--- src/logic/cd_diag_pkg.sv ---
// Purpose: Shared constants and carrier types for the cable diagnostic register bank.
// Assumes: APB with 32-bit data; each 16-bit register sits in the low half of one word.
// Notes: Register indices are word indices; the byte address is four times the index.
package cd_diag_pkg;

  localparam int unsigned CD_ADDR_W = 12;
  localparam int unsigned CD_IDX_W = 10;

  // Register word indices.
  localparam logic [9:0] CD_IDX_ACTIVE_LINK_CABLE_DIAG = 10'h155;
  localparam logic [9:0] CD_IDX_MAIN = 10'h170;
  localparam logic [9:0] CD_IDX_PULSE = 10'h171;
  localparam logic [9:0] CD_IDX_LISTEN = 10'h173;
  localparam logic [9:0] CD_IDX_THRESH = 10'h177;
  localparam logic [9:0] CD_IDX_LOC12 = 10'h180;
  localparam logic [9:0] CD_IDX_LOC34 = 10'h181;
  localparam logic [9:0] CD_IDX_LOC5R1 = 10'h182;
  localparam logic [9:0] CD_IDX_CMD = 10'h1A0;
  localparam logic [9:0] CD_IDX_IRQ_STAT = 10'h1A1;
  localparam logic [9:0] CD_IDX_IRQ_EN = 10'h1A2;
  localparam logic [9:0] CD_IDX_IRQ_CLR = 10'h1A3;

  // Reset values of the writable registers, reserved bits included.
  localparam logic [15:0] CD_RST_ACTIVE_LINK_CABLE_DIAG = 16'h0001;
  localparam logic [15:0] CD_RST_MAIN = 16'h0E52;
  localparam logic [15:0] CD_RST_PULSE = 16'hC85C;
  localparam logic [15:0] CD_RST_LISTEN = 16'hFF1E;
  localparam logic [15:0] CD_RST_THRESH = 16'h189B;

  // Field positions.
  localparam int unsigned CD_ACTIVE_LINK_CABLE_DIAG_START_BIT = 15;
  localparam int unsigned CD_ACTIVE_LINK_CABLE_DIAG_PEND_BIT = 12;
  localparam int unsigned CD_ACTIVE_LINK_CABLE_DIAG_SUM_LSB = 4;
  localparam int unsigned CD_MAIN_CROSS_DIS_BIT = 14;
  localparam int unsigned CD_MAIN_TX_SKIP_BIT = 13;
  localparam int unsigned CD_MAIN_RX_SKIP_BIT = 12;
  localparam int unsigned CD_MAIN_AVG_LSB = 8;
  localparam int unsigned CD_PULSE_LSB = 0;
  localparam int unsigned CD_LISTEN_LSB = 8;
  localparam int unsigned CD_THRESH_LSB = 8;
  localparam int unsigned CD_CMD_TDR_GO_BIT = 0;
  localparam int unsigned CD_CMD_TDR_BUSY_BIT = 1;

  localparam logic [2:0] CD_AVG_RESERVED = 3'h7;

  // Interrupt event bit positions.
  localparam int unsigned CD_EV_ACTIVE_LINK_CABLE_DIAG_DONE = 0;
  localparam int unsigned CD_EV_TDR_DONE = 1;
  localparam int unsigned CD_EV_REFUSED = 2;
  localparam int unsigned CD_EV_N = 3;

  typedef enum logic [0:0] {
    CD_RUN_IDLE = 1'b0,
    CD_RUN_BUSY = 1'b1
  } cd_run_e;

  typedef struct packed {
    logic cross_en;
    logic tx_pair_skip;
    logic rx_pair_skip;
    logic [6:0] avg_cycles;
    logic [3:0] pulse_self_reflection;
    logic [7:0] listen_duration;
    logic [4:0] short_threshold;
  } cd_cfg_s;

  typedef struct packed {
    logic [4:0][7:0] tx_peak;
    logic [7:0] rx_peak1;
  } cd_tdr_res_s;

endpackage

--- src/logic/cd_diag_reg_bank.sv ---
// Purpose: APB register bank for active-link diagnostics and the TDR engine.
// Assumes: The diagnostic engines run on clk_sys; their strobes need no synchroniser.
// Notes: Zero wait states; pslverr answers an unmapped address.
//
// Overview of operation
// RULE_01 - Writing one starts active test, self-clears
// RULE_02 - Status bit reads one while test runs
// RULE_03 - Cross bit zero watches opposite pair
// RULE_04 - Transmit bypass bit one skips transmit pair
// RULE_05 - Receive bypass bit one skips receive pair
// RULE_06 - Averaging code selects 1 to 64 cycles
// RULE_07 - Four-bit pulse self-reflection field, reset 1100
// RULE_08 - Eight-bit listen duration field, reset all ones
// RULE_09 - Five-bit short-cable threshold, reset 11000
// RULE_10 - Five transmit peak locations, read only
// RULE_11 - First receive peak in upper byte
// RULE_12 - Software converts peak values into distance
// RULE_13 - Results ignore writes, hold, reset zero
// RULE_14 - Software rewrites reserved fields with reset values
//
// Register access over APB is this design's own decision.
`timescale 1ns/1ns

module cd_diag_reg_bank
  import cd_diag_pkg::*;
(
  input wire logic clk_sys,
  input wire logic srst,
  input wire logic psel,
  input wire logic penable,
  input wire logic pwrite,
  input wire logic [cd_diag_pkg::CD_ADDR_W-1:0] paddr,
  input wire logic [31:0] pwdata,
  input wire logic [3:0] pstrb,
  output logic [31:0] prdata,
  output logic pready,
  output logic pslverr,
  output logic active_link_cable_diag_go,
  input wire logic active_link_cable_diag_done,
  input wire logic [7:0] active_link_cable_diag_sum,
  output logic tdr_go,
  output cd_diag_pkg::cd_cfg_s tdr_cfg,
  input wire logic tdr_done,
  input wire cd_diag_pkg::cd_tdr_res_s tdr_result,
  output logic irq
);
  import cd_diag_pkg::*;

  ////////////////////////////////////////////////////////////////////////////////
  // Bus decode.

  logic pready_reg;
  logic pslverr_reg;
  logic [31:0] prdata_reg;

  wire setup = psel & ~penable;
  wire access = psel & penable & pready_reg;
  wire wr = access & pwrite;
  wire [CD_IDX_W-1:0] idx = paddr[CD_ADDR_W-1:2];
  wire [15:0] wmask = {{8{pstrb[1]}}, {8{pstrb[0]}}};
  wire [15:0] wd = pwdata[15:0];

  wire hit_active_link_cable_diag = (idx == CD_IDX_ACTIVE_LINK_CABLE_DIAG);
  wire hit_main = (idx == CD_IDX_MAIN);
  wire hit_pulse = (idx == CD_IDX_PULSE);
  wire hit_listen = (idx == CD_IDX_LISTEN);
  wire hit_thresh = (idx == CD_IDX_THRESH);
  wire hit_loc12 = (idx == CD_IDX_LOC12);
  wire hit_loc34 = (idx == CD_IDX_LOC34);
  wire hit_loc5r1 = (idx == CD_IDX_LOC5R1);
  wire hit_cmd = (idx == CD_IDX_CMD);
  wire hit_istat = (idx == CD_IDX_IRQ_STAT);
  wire hit_ien = (idx == CD_IDX_IRQ_EN);
  wire hit_iclr = (idx == CD_IDX_IRQ_CLR);
  wire map_hit = hit_active_link_cable_diag | hit_main | hit_pulse | hit_listen | hit_thresh | hit_loc12
    | hit_loc34 | hit_loc5r1 | hit_cmd | hit_istat | hit_ien | hit_iclr;

  ////////////////////////////////////////////////////////////////////////////////
  // Writable register storage.

  logic [3:0] active_link_cable_diag_rsvd_reg;
  logic [3:0] active_link_cable_diag_rsvd_next;
  logic [14:0] main_reg;
  logic [14:0] main_next;
  logic [15:0] pulse_reg;
  logic [15:0] pulse_next;
  logic [15:0] listen_reg;
  logic [15:0] listen_next;
  logic [15:0] thresh_reg;
  logic [15:0] thresh_next;
  logic [CD_EV_N-1:0] ien_reg;
  logic [CD_EV_N-1:0] ien_next;

  wire [15:0] main_merged = ({1'b0, main_reg} & ~wmask) | (wd & wmask);
  wire [2:0] avg_wr_code = main_merged[CD_MAIN_AVG_LSB +: 3];
  wire avg_refused = wr & hit_main & (avg_wr_code == CD_AVG_RESERVED);

  assign active_link_cable_diag_rsvd_next = (wr & hit_active_link_cable_diag) ?
    ((active_link_cable_diag_rsvd_reg & ~wmask[3:0]) | (wd[3:0] & wmask[3:0])) : active_link_cable_diag_rsvd_reg;
  // A reserved averaging code is refused; the rest of the word still lands.
  assign main_next = !(wr & hit_main) ? main_reg :
    avg_refused ? {main_merged[14:11], main_reg[10:8], main_merged[7:0]} :
    main_merged[14:0]; // see RULE_06
  assign pulse_next = (wr & hit_pulse) ? ((pulse_reg & ~wmask) | (wd & wmask)) :
    pulse_reg; // see RULE_07
  assign listen_next = (wr & hit_listen) ? ((listen_reg & ~wmask) | (wd & wmask)) :
    listen_reg; // see RULE_08
  assign thresh_next = (wr & hit_thresh) ? ((thresh_reg & ~wmask) | (wd & wmask)) :
    thresh_reg; // see RULE_09
  assign ien_next = (wr & hit_ien & pstrb[0]) ? wd[CD_EV_N-1:0] : ien_reg;

  always_ff @(posedge clk_sys) begin
    if (srst) begin
      active_link_cable_diag_rsvd_reg <= CD_RST_ACTIVE_LINK_CABLE_DIAG[3:0];
    end else begin
      active_link_cable_diag_rsvd_reg <= active_link_cable_diag_rsvd_next;
    end
  end

  always_ff @(posedge clk_sys) begin
    if (srst) begin
      main_reg <= CD_RST_MAIN[14:0];
    end else begin
      main_reg <= main_next;
    end
  end

  always_ff @(posedge clk_sys) begin
    if (srst) begin
      pulse_reg <= CD_RST_PULSE;
    end else begin
      pulse_reg <= pulse_next;
    end
  end

  always_ff @(posedge clk_sys) begin
    if (srst) begin
      listen_reg <= CD_RST_LISTEN;
    end else begin
      listen_reg <= listen_next;
    end
  end

  always_ff @(posedge clk_sys) begin
    if (srst) begin
      thresh_reg <= CD_RST_THRESH;
    end else begin
      thresh_reg <= thresh_next;
    end
  end

  always_ff @(posedge clk_sys) begin
    if (srst) begin
      ien_reg <= '0;
    end else begin
      ien_reg <= ien_next;
    end
  end

  ////////////////////////////////////////////////////////////////////////////////
  // Active-link diagnostic sequencing.

  cd_run_e active_link_cable_diag_state_reg;
  cd_run_e active_link_cable_diag_state_next;
  logic active_link_cable_diag_start_reg;
  logic active_link_cable_diag_start_next;
  logic [7:0] active_link_cable_diag_sum_reg;
  logic [7:0] active_link_cable_diag_sum_next;

  // The start bit is high for one cycle only; that cycle is the go pulse.
  assign active_link_cable_diag_start_next = wr & hit_active_link_cable_diag & wmask[CD_ACTIVE_LINK_CABLE_DIAG_START_BIT]
    & wd[CD_ACTIVE_LINK_CABLE_DIAG_START_BIT]; // see RULE_01
  wire active_link_cable_diag_finish = (active_link_cable_diag_state_reg == CD_RUN_BUSY) & active_link_cable_diag_done & ~active_link_cable_diag_start_reg;

  always_comb begin
    case (active_link_cable_diag_state_reg)
      CD_RUN_IDLE: begin
        active_link_cable_diag_state_next = active_link_cable_diag_start_reg ? CD_RUN_BUSY : CD_RUN_IDLE; // see RULE_02
      end
      CD_RUN_BUSY: begin
        active_link_cable_diag_state_next = active_link_cable_diag_finish ? CD_RUN_IDLE : CD_RUN_BUSY; // see RULE_02
      end
      default: begin
        active_link_cable_diag_state_next = CD_RUN_IDLE;
      end
    endcase
  end

  assign active_link_cable_diag_sum_next = active_link_cable_diag_finish ? active_link_cable_diag_sum : active_link_cable_diag_sum_reg; // see RULE_13

  always_ff @(posedge clk_sys) begin
    if (srst) begin
      active_link_cable_diag_state_reg <= CD_RUN_IDLE;
    end else begin
      active_link_cable_diag_state_reg <= active_link_cable_diag_state_next;
    end
  end

  always_ff @(posedge clk_sys) begin
    if (srst) begin
      active_link_cable_diag_start_reg <= 1'b0;
    end else begin
      active_link_cable_diag_start_reg <= active_link_cable_diag_start_next;
    end
  end

  always_ff @(posedge clk_sys) begin
    if (srst) begin
      active_link_cable_diag_sum_reg <= '0;
    end else begin
      active_link_cable_diag_sum_reg <= active_link_cable_diag_sum_next;
    end
  end

  ////////////////////////////////////////////////////////////////////////////////
  // TDR run control and results.

  cd_run_e tdr_state_reg;
  cd_run_e tdr_state_next;
  logic tdr_go_reg;
  logic tdr_go_next;
  cd_tdr_res_s tdr_res_reg;
  cd_tdr_res_s tdr_res_next;
  cd_cfg_s cfg_reg;
  cd_cfg_s cfg_next;

  wire tdr_go_req = wr & hit_cmd & pstrb[0] & wd[CD_CMD_TDR_GO_BIT];
  // A start request while a run is under way is refused.
  wire tdr_refused = tdr_go_req & (tdr_state_reg == CD_RUN_BUSY);
  assign tdr_go_next = tdr_go_req & (tdr_state_reg == CD_RUN_IDLE);
  wire tdr_finish = (tdr_state_reg == CD_RUN_BUSY) & tdr_done;

  always_comb begin
    case (tdr_state_reg)
      CD_RUN_IDLE: begin
        tdr_state_next = tdr_go_next ? CD_RUN_BUSY : CD_RUN_IDLE;
      end
      CD_RUN_BUSY: begin
        tdr_state_next = tdr_finish ? CD_RUN_IDLE : CD_RUN_BUSY;
      end
      default: begin
        tdr_state_next = CD_RUN_IDLE;
      end
    endcase
  end

  assign tdr_res_next = tdr_finish ? tdr_result : tdr_res_reg; // see RULE_10 RULE_11 RULE_13

  assign cfg_next.cross_en = ~main_reg[CD_MAIN_CROSS_DIS_BIT]; // see RULE_03
  assign cfg_next.tx_pair_skip = main_reg[CD_MAIN_TX_SKIP_BIT]; // see RULE_04
  assign cfg_next.rx_pair_skip = main_reg[CD_MAIN_RX_SKIP_BIT]; // see RULE_05
  assign cfg_next.avg_cycles = 7'h01 << main_reg[CD_MAIN_AVG_LSB +: 3]; // see RULE_06
  assign cfg_next.pulse_self_reflection = pulse_reg[CD_PULSE_LSB +: 4]; // see RULE_07
  assign cfg_next.listen_duration = listen_reg[CD_LISTEN_LSB +: 8]; // see RULE_08
  assign cfg_next.short_threshold = thresh_reg[CD_THRESH_LSB +: 5]; // see RULE_09

  always_ff @(posedge clk_sys) begin
    if (srst) begin
      tdr_state_reg <= CD_RUN_IDLE;
    end else begin
      tdr_state_reg <= tdr_state_next;
    end
  end

  always_ff @(posedge clk_sys) begin
    if (srst) begin
      tdr_go_reg <= 1'b0;
    end else begin
      tdr_go_reg <= tdr_go_next;
    end
  end

  always_ff @(posedge clk_sys) begin
    if (srst) begin
      tdr_res_reg <= '0;
    end else begin
      tdr_res_reg <= tdr_res_next;
    end
  end

  always_ff @(posedge clk_sys) begin
    if (srst) begin
      cfg_reg <= '0;
    end else begin
      cfg_reg <= cfg_next;
    end
  end

  ////////////////////////////////////////////////////////////////////////////////
  // Interrupt status, enable and clear.

  logic [CD_EV_N-1:0] istat_reg;
  logic [CD_EV_N-1:0] istat_next;
  logic irq_reg;
  wire irq_next = |(istat_reg & ien_reg);

  wire [CD_EV_N-1:0] ev;
  wire [CD_EV_N-1:0] iclr = (wr & hit_iclr & pstrb[0]) ? wd[CD_EV_N-1:0] : '0;

  assign ev[CD_EV_ACTIVE_LINK_CABLE_DIAG_DONE] = active_link_cable_diag_finish;
  assign ev[CD_EV_TDR_DONE] = tdr_finish;
  assign ev[CD_EV_REFUSED] = avg_refused | tdr_refused;

  // An event in the cycle of its clear keeps the bit set.
  genvar gi;
  generate
    for (gi = 0; gi < CD_EV_N; gi++) begin : g_istat
      assign istat_next[gi] = ev[gi] | (istat_reg[gi] & ~iclr[gi]);
    end
  endgenerate

  always_ff @(posedge clk_sys) begin
    if (srst) begin
      istat_reg <= '0;
    end else begin
      istat_reg <= istat_next;
    end
  end

  always_ff @(posedge clk_sys) begin
    if (srst) begin
      irq_reg <= 1'b0;
    end else begin
      irq_reg <= irq_next;
    end
  end

  ////////////////////////////////////////////////////////////////////////////////
  // Read-back and APB answer.

  wire [15:0] rd_active_link_cable_diag = {active_link_cable_diag_start_reg, 2'b00, (active_link_cable_diag_state_reg == CD_RUN_BUSY),
    active_link_cable_diag_sum_reg, active_link_cable_diag_rsvd_reg}; // see RULE_01 RULE_02
  wire [15:0] rd_loc12 = {tdr_res_reg.tx_peak[1], tdr_res_reg.tx_peak[0]}; // see RULE_10
  wire [15:0] rd_loc34 = {tdr_res_reg.tx_peak[3], tdr_res_reg.tx_peak[2]}; // see RULE_10
  wire [15:0] rd_loc5r1 = {tdr_res_reg.rx_peak1, tdr_res_reg.tx_peak[4]}; // see RULE_11
  wire [15:0] rd_cmd = {14'h0000, (tdr_state_reg == CD_RUN_BUSY), 1'b0};

  wire [15:0] rd_data =
    hit_active_link_cable_diag ? rd_active_link_cable_diag :
    hit_main ? {1'b0, main_reg} :
    hit_pulse ? pulse_reg :
    hit_listen ? listen_reg :
    hit_thresh ? thresh_reg :
    hit_loc12 ? rd_loc12 :
    hit_loc34 ? rd_loc34 :
    hit_loc5r1 ? rd_loc5r1 :
    hit_cmd ? rd_cmd :
    hit_istat ? {13'h0000, istat_reg} :
    hit_ien ? {13'h0000, ien_reg} :
    16'h0000;

  wire rd_setup = setup & ~pwrite;
  wire [31:0] prdata_next = rd_setup ? {16'h0000, rd_data} : prdata_reg;

  // Read data is captured in the setup cycle and held through the access cycle.
  always_ff @(posedge clk_sys) begin
    if (srst) begin
      pready_reg <= 1'b0;
    end else begin
      pready_reg <= setup;
    end
  end

  always_ff @(posedge clk_sys) begin
    if (srst) begin
      pslverr_reg <= 1'b0;
    end else begin
      pslverr_reg <= setup & ~map_hit;
    end
  end

  always_ff @(posedge clk_sys) begin
    if (srst) begin
      prdata_reg <= '0;
    end else begin
      prdata_reg <= prdata_next;
    end
  end

  assign prdata = prdata_reg;
  assign pready = pready_reg;
  assign pslverr = pslverr_reg;
  assign active_link_cable_diag_go = active_link_cable_diag_start_reg;
  assign tdr_go = tdr_go_reg;
  assign tdr_cfg = cfg_reg;
  assign irq = irq_reg;

endmodule // cd_diag_reg_bank

--- config.mk ---
export PLATFORM = sky130hd
export DESIGN_NAME = cd_diag_reg_bank
export DESIGN_NICKNAME = d
export VERILOG_FILES = /design/src/logic/cd_diag_pkg.sv /design/src/logic/cd_diag_reg_bank.sv
export SDC_FILE = /design/constraint.sdc
export NUM_CORES = 1
export LEC_CHECK = 0
export BUFFER_PORTS_ARGS = -buffer_cell sky130_fd_sc_hd__buf_2
export CAP_MARGIN = 20
export CORE_ASPECT_RATIO = 0.7
export CORE_MARGIN = 5
export CORE_UTILIZATION = 40
export DETAILED_ROUTE_END_ITERATION = 12
export GPL_ROUTABILITY_DRIVEN = 0
export SLEW_MARGIN = 5
export SYNTH_ARGS = -nofsm -noshare
export SYNTH_HDL_FRONTEND = slang
export SYNTH_SLANG_ARGS = --single-unit
--- constraint.sdc ---
create_clock -name clk_sys -period 4.75 [get_ports clk_sys]
set_input_delay 0.95 -clock clk_sys [delete_from_list [all_inputs] [get_ports clk_sys]]
set_output_delay 0.95 -clock clk_sys [all_outputs]
set_load 0.03 [all_outputs]
==> impl_metrics.toml, run 1 <==
[sta]
finalSetupViolations = 0
relSlewSlack_pct = 40.4
slew_violations = 0
finClkSkew_ps = 11.4
worst_pin_slew_ps = 891
fin_crit_ps = 3350
period_share_pct = 70.5
setup_tns_ps = 0
finalHoldViolations = 0
fmax_mhz = 299
rsz0062_at_grt = "no"
finalWorstSetupSlack_ps = 1400

[setup_path]
arrival_ps = 3670
reg2reg_slack_ps = 2350
slowest_stage = "nor2_1"
path_class = "in -> reg"
r2r_cells = 5
start_kind = "primary input"
cp_cell_sequence = "buf_2 -> clkinv_1 -> nor3_2 -> nand3_2 -> nor2_1 -> nor2b_1 -> a211o_1"
critPathRequiredTime_ps = 5070
reg2reg_from = "pready"
path_max_fanout = 18
crit_family = "simple AND/OR/NAND/NOR gates"
max_stage_delay_ps = 800
path_buf_inv = 2
end_kind = "register"

[power_and_ir_drop]
switchingPower_w = 0.000742
swShare_pct = 22.7
peakVddDrop_mv = 0.211
p_leak_nw = 3.50
p_int_w = 0.00253
pwr_density_cell_nw_per_um2 = 362
sequentialPowerShare_pct = 46.3
pwr-share-clk_pct = 47.7
p_comb_share_pct = 6.0

[synthesis]
yosysTopAreaCellShare_pct = 47.2
yosysTopAreaCell = "dfxtp_1"
synth_top_family_by_area = "simple AND/OR/NAND/NOR gates"
synthMuxAreaShare_pct = 5.48
synthAdderAreaFrac_pct = 0
synth-simple-area-share_pct = 21.2
ys_seq_area_share_pct = 47.2
synthTopCellsByArea = "dfxtp_1, nand2_1, a21oi_1"
synth-seq-cells = 179
synth_ff_type = "dfxtp_1"
synth-xor-area-share_pct = 0
synthesis.area_um2 = 7600
synth_edf_count = 0
yosys_warnings = 0
yosysUniqueCellTypes = 59
synth_common_cells = "dfxtp_1, nand2_1, a21oi_1"
yosysMostFrequentCell = "dfxtp_1"
async_flop_share_pct = 0
synthCells = 890
synth_compound_area_share_pct = 19.9
synth_area_per_cell_um2 = 8.54

[layout]
fin_util_pct = 48.3
area_delta_synth_final_pct = 19.2
fin_nets = 1108
drive_gt1_share_pct = 20.0
diodes = 0

[global_route]
gr-total-overflow = 0
grt_max_degree = 88
track_usage_pct = 19.7
antenna_found_initial = 1
grt_pass1_vias = 6323
grt_pass1_wl_um = 34500

[die]
die_x_um = 175
start_util_pct = 40.5
rows = 42
dieArea_um2 = 21900
die-height_um = 125
core_area_um2 = 18800
io_pins = 175

[routing]
drc = 0
drt_pass1_iterations = 5
wl_per_cell_um = 17.5
vias = 6742
ant_nets = 0
via_per_inst = 5.38
drtIter0Drc = 496
wirelength_um = 21900

[clock_network]
cts_setup_buffers = 0
cts-root-buf = "clkbuf_16"
clock-sinks = 179
cts-resized-gates = 0
htreeDepth = 4
cts_tree = "done"
cts_hold_buf = 0
clock_path_buffers = 2
cts_made_buffers = 17
clk_latency_ps = 440
clkTransAtPathRegs_ps = 60

[hold_path]
hold_path_class = "reg -> reg"
whs_path_depth = 2
hold_start = "rd_loc34[0]"
min_to = "rd_loc34[0]"

[outcome]
status = "finished, final reports clean"

[place]
port_buffers = 138
pre_cts_ws_ps = 1020
dpl.hpwl_um = 16100

[flow_run]
max_cap_violations = 0
through the flow:
step	power, W	cell area [um2]	cells	hold slack [ps]
final	0.00328	9050	1252	455
after CTS	0.00330	9050	1252	456
after detailed placement	0.00175	8400	1220	447
after floorplan	0.00167	7650	905	406
after global routing	0.00338	9050	1252	476
after global placement	0.00174	8400	1220	443
kinds of logic (layout without fill, tap and decap cells):
kind of cell / Yosys count / after routing
flops: 179 / 179
compound gates: 222 / 222
mux: 41 / 41
simple gates: 341 / 341
other cells: 1 / 16
buf+inv: 106 / 211
per-layer routing:
layer  up-vias  part of all wire, %  wire (um)  track usage (%)
li1       3310                    -          -                -
met1      3205                   49      10700             29.0
met2       201                   44       9640             29.4
met3        24                  5.6       1230             3.92
met4         2                  1.6        344             5.96
met5         -                0.059         13                0
tightest hold or removal path, cell delays in order (launching register included):
cell and delay (ps):
dfxtp_1 310, nand2_1 50, a21oi_1 50
area by class of cell:
cell class	count	area [um2]
Clock buffer	20	457
Clock inverter	12	200
Fill cell	1849	9710
Inverter	26	97.6
Multi-Input combinational cell	620	3610
Sequential cell	179	3580
Tap cell	242	303
Timing Repair Buffer	153	806
worst max-delay path by stage:
stage | cells past startpoint | start | to | slack [ps]
after floorplan | 6 | paddr[11] | prdata[2] | 2000
after global placement | 7 | paddr[7] | register | 1050
after detailed placement | 7 | paddr[7] | register | 1020
after CTS | 7 | paddr[7] | register | 1480
after global routing | 7 | paddr[7] | register | 1180
final | 7 | paddr[7] | register | 1400
power by group through the flow:
stage	Sequential, W	Clock, W	Combinational, W
6_report	0.00152	0.00156	0.000196
5_1_grt	0.00152	0.00165	0.000212
4_1_cts	0.00152	0.00159	0.000196
3_5_place_dp	0.00155	0	0.000196
3_3_place_gp	0.00155	0	0.000195
2_1_floorplan	0.00157	0	0.0000984
layout by cell type, fill, tap and decap left out, types with 5 or more instances in the layout:
cell	n
o221ai_1	11
mux2i_1	36
buf_2	137
a211oi_1	11
nand3_1	11
nor3_1	12
o2111ai_1	10
buf_4	16
clkbuf_16	17
nor2_1	80
nor4_1	7
a221oi_1	20
nand2b_1	8
nor2b_1	39
a211o_1	30
o21ai_0	17
inv_1	23
conb_1	16
dfxtp_1	179
a21o_1	9
bufinv_16	5
nand3b_1	6
nand2_1	150
a22oi_1	6
mux2_2	5
a21oi_1	84
(Power assumes the default switching activity.)
==> run 2, diff against run 1 <==
Settings changed: ABC_AREA from default to 1.
Clock period 4.75 ns to 2.8 ns, I/O delays scaled along.
==> impl_metrics.toml, run 2 <==
[sta]
finalWorstSetupSlack_ps = 895
whs_ps = 366
fin_crit_ps = 1900
fmax_mhz = 525
finalSetupViolations = 0
slew_violations = 0
setup_tns_ps = 0
worst_pin_slew_ps = 627
relSlewSlack_pct = 58.1
rsz0062_at_grt = "no"
finalHoldViolations = 0
finClkSkew_ps = 7.82
period_share_pct = 68.0

[setup_path]
path_buf_inv = 2
slowest_stage = "nand2_1"
start_kind = "primary input"
end_kind = "register"
path_class = "in -> reg"
max_stage_delay_ps = 330
crit_family = "simple AND/OR/NAND/NOR gates"
arrival_ps = 2210
cpMostUsedCell = "nand2_1"
critPathRequiredTime_ps = 3110
cp_cell_sequence = "buf_2 -> inv_1 -> nand2_1 -> nor2_1 -> nand2_1 -> nor2_4 -> nand2_1 -> o21ai_0 -> a21oi_1"
path_max_fanout = 8

[die]
rows = 41
die-height_um = 124
die_x_um = 173
dieArea_um2 = 21600
core_area_um2 = 18200
io_pins = 175
start_util_pct = 41.1

[clock_network]
clk_latency_ps = 430
cts_tree = "done"
clkTransAtPathRegs_ps = 60
clock-sinks = 179
cts_setup_buffers = 0
htreeDepth = 4
clock_path_buffers = 2
cts-root-buf = "clkbuf_16"
cts_hold_buf = 0
cts_made_buffers = 17
cts-resized-gates = 0

[synthesis]
ys_seq_area_share_pct = 47.9
synth_edf_count = 0
synth-xor-area-share_pct = 0
yosys_warnings = 0
yosysTopAreaCellShare_pct = 47.9
synth_area_per_cell_um2 = 7.32
synth_compound_area_share_pct = 17.6
yosysUniqueCellTypes = 36
synthTopCellsByArea = "dfxtp_1, nor2_1, nand2_1"
synth-simple-area-share_pct = 25.0
synth_common_cells = "dfxtp_1, nor2_1, nand2_1"
synthAdderAreaFrac_pct = 0
yosysMostFrequentCell = "dfxtp_1"
async_flop_share_pct = 0
synth-seq-cells = 179
synth_ff_type = "dfxtp_1"
synthesis.area_um2 = 7480
synth_top_family_by_area = "simple AND/OR/NAND/NOR gates"
synthCells = 1021
synthMuxAreaShare_pct = 0.134
yosysTopAreaCell = "dfxtp_1"

[layout]
area_delta_synth_final_pct = 20.0
diodes = 0
layout_commonest_cell = "dfxtp_1"
stdcell_area_um2 = 8970
final_cell_mix = "dfxtp_1, nor2_1, nand2_1, buf_2, o21ai_0"
drive_gt1_share_pct = 18.4
fin_nets = 1267
fillers = 1872

[outcome]
status = "finished, final reports clean"

[place]
dpl.hpwl_um = 16500
place_area_um2 = 8380
pre_cts_ws_ps = 494
port_buffers = 138

[global_route]
grt_pass1_vias = 6473
grt_pass1_wl_um = 34800
grt_max_degree = 73
antenna_found_initial = 0
gr-total-overflow = 0
track_usage_pct = 20.2

[routing]
drtIter0Drc = 595
wl_per_cell_um = 15.6
vias = 7026
via_per_inst = 5.00
drt_pass1_iterations = 5
ant_nets = 0
drc = 0
wirelength_um = 22000

[power_and_ir_drop]
power_w = 0.00529
p_leak_nw = 4.15
pwr_density_cell_nw_per_um2 = 590
peakVddDrop_mv = 0.409

[flow_run]
max_cap_violations = 0

[hold_path]
hold_path_class = "in -> reg"
-- run 2: path summary, 6_finish.rpt --
kind,from,to,slack [ps],cells past startpoint
worst max-delay path,paddr[5],register,900,9
worst min-delay path,pwdata[11],register,370,3
worst max register to register,pready,register,960,7
worst min register to register,register,tdr_cfg[10],440,2
-- run 2: tightest hold or removal path, stage by stage --
cell     delay, ps
buf_2           90
a21oi_1         50
o21ai_0         60
-- run 2: metal layers --
metal / GRT usage (%) / routed length [um]
met1: 29.6 / 11000
met2: 30.1 / 9190
met3: 4.73 / 1530
met4: 4.50 / 237
met5: 0 / 0
-- run 2: through the flow --
stage	instances	utilization [%]
after global routing	1405	49.3
after detailed placement	1373	46.0
after CTS	1405	49.3
after global placement	1373	46.0
final	1405	49.3
after floorplan	1036	-
-- run 2: cell families after synthesis --
| group | count (synthesis) |
|---|---|
| AOI/OAI and AO/OA | 236 |
| DFF | 179 |
| buffers and inverters | 164 |
| and+or+nand+nor | 440 |
| muxes | 1 |
| other | 1 |
-- run 2: area by class of cell --
class	instances	area, um2	share of cell area (%)
Sequential cell	179	3580	39.9
Multi-Input combinational cell	693	3260	36.4
Clock inverter	13	145	1.62
Inverter	110	413	4.60
Clock buffer	19	443	4.94
Timing Repair Buffer	155	831	9.26
Tap cell	236	295	3.29
-- run 2: where the power goes --
| group | switching, W | total [W] | internal, W |
|---|---|---|---|
| Clock | 0.00106 | 0.00241 | 0.00135 |
| Sequential | 0.00000737 | 0.00257 | 0.00256 |
| Combinational | 0.000218 | 0.000315 | 0.0000968 |
| Total | 0.00128 | 0.00529 | 0.00401 |
==> run 3, diff against run 2 <==
Clock period 2.8 ns to 1.7 ns, I/O delays scaled along.
==> impl_metrics.toml, run 3 (synthesis gave the netlist of run 2 again) <==
[clock_network]
cts-root-buf = "clkbuf_16"
cts_made_buffers = 17
clk_latency_ps = 430
cts_hold_buf = 0
cts_tree = "done"
cts_setup_buffers = 0
clock-sinks = 179
cts-resized-gates = 0
clkTransAtPathRegs_ps = 70
htreeDepth = 4
clock_path_buffers = 2

[die]
die_x_um = 173
core_area_um2 = 18200
io_pins = 175
start_util_pct = 41.1
rows = 41
dieArea_um2 = 21600
die-height_um = 124

[routing]
drc = 0
ant_nets = 0
drt_pass1_iterations = 5
via_per_inst = 4.88
drtIter0Drc = 505
vias = 7203
wl_per_cell_um = 15.1
wirelength_um = 22400

[place]
place_inst = 1447
place_area_um2 = 8980
port_buffers = 138
dpl.hpwl_um = 17400

[sta]
period_share_pct = 90.4
slew_violations = 0
fmax_mhz = 650
finalSetupViolations = 0
finClkSkew_ps = 8.45
rsz0062_at_grt = "no"
fin_crit_ps = 1540
finalHoldViolations = 0

[setup_path]
path_buf_inv = 3
cp_cell_sequence = "buf_2 -> inv_1 -> nand2_1 -> nor2_4 -> inv_1 -> nor2_4 -> nand2_1 -> o21ai_0 -> o21ai_0 -> nand2_1 -> nand2_1 -> a21oi_1"
reg2reg_from = "pready"
r2r_cells = 8
critPathRequiredTime_ps = 2060
end_kind = "register"
max_stage_delay_ps = 260
path_class = "in -> reg"
cpMostUsedCell = "nand2_1"
slowest_stage = "nor2_4"
arrival_ps = 1900
path_max_fanout = 8
reg2reg_slack_ps = 200
start_kind = "primary input"
crit_family = "simple AND/OR/NAND/NOR gates"

[power_and_ir_drop]
p_leak_nw = 4.48
peakVddDrop_mv = 0.575
pwr_density_cell_nw_per_um2 = 889
power_w = 0.00847

[layout]
fin_nets = 1341
drive_gt1_share_pct = 23.4
stdcell_area_um2 = 9520
fillers = 1827
final_cell_mix = "dfxtp_1, nor2_1, nand2_1, buf_2, o21ai_0"
fin_cells = 1477
diodes = 0
layout_commonest_cell = "dfxtp_1"
area_delta_synth_final_pct = 27.3

[global_route]
antenna_found_initial = 0
grt_pass1_vias = 6790
track_usage_pct = 20.6
grt_max_degree = 48
gr-total-overflow = 0
grt_pass1_wl_um = 35900

[hold_path]
hold_path_class = "in -> reg"
hold_start = "pwdata[11]"
whs_path_depth = 3

[outcome]
status = "finished, final reports clean"

[flow_run]
max_cap_violations = 0
[run 3: metrics by stage]
stage / hold slack [ps] / utilization [%] / TNS, ps / setup slack, ps
after floorplan: 411 / - / 0 / 50.2
after global placement: 442 / 49.3 / -4980 / -270
after detailed placement: 441 / 49.3 / -6340 / -247
after CTS: 131 / 52.3 / 0 / 137
after global routing: 157 / 52.3 / 0 / 24.3
final: 148 / 52.3 / 0 / 163
[run 3: worst max-delay path by stage]
stage	startpoint	endpoint	slack (ps)	cells past startpoint
2_1_floorplan	pready	register	50	7
3_3_place_gp	paddr[11]	prdata[15]	-270	12
3_5_place_dp	paddr[3]	prdata[15]	-250	12
4_1_cts	pready	register	140	8
5_1_grt	pready	register	20	8
6_report	paddr[3]	prdata[15]	160	12
[run 3: final cells by class]
type / instances / area [um2] / share of cell area [%]
clock inverters: 12 / 98.8 / 1.04
clock buffers: 18 / 439 / 4.61
well taps: 236 / 295 / 3.10
repair buffers: 229 / 1420 / 15.0
multi-input cells: 693 / 3270 / 34.3
inverters: 110 / 413 / 4.34
flip-flops and latches: 179 / 3580 / 37.6
[run 3: routing by layer]
metal | track usage (%) | share of wire (%)
met1 | 30.1 | 49
met2 | 30.4 | 42
met3 | 5.40 | 6.9
met4 | 4.92 | 1.3
met5 | 0 | 0
[run 3: worst min-delay path: stages]
cell,delay (ps)
buf_2,90
a21oi_1,50
o21ai_0,70
[run 3: report_power, final]
group	internal, W	leakage, nW	total, W	switching, W
Combinational	0.000195	2.78	0.000564	0.000370
Sequential	0.00422	1.45	0.00423	0.0000117
Clock	0.00193	0.254	0.00367	0.00174
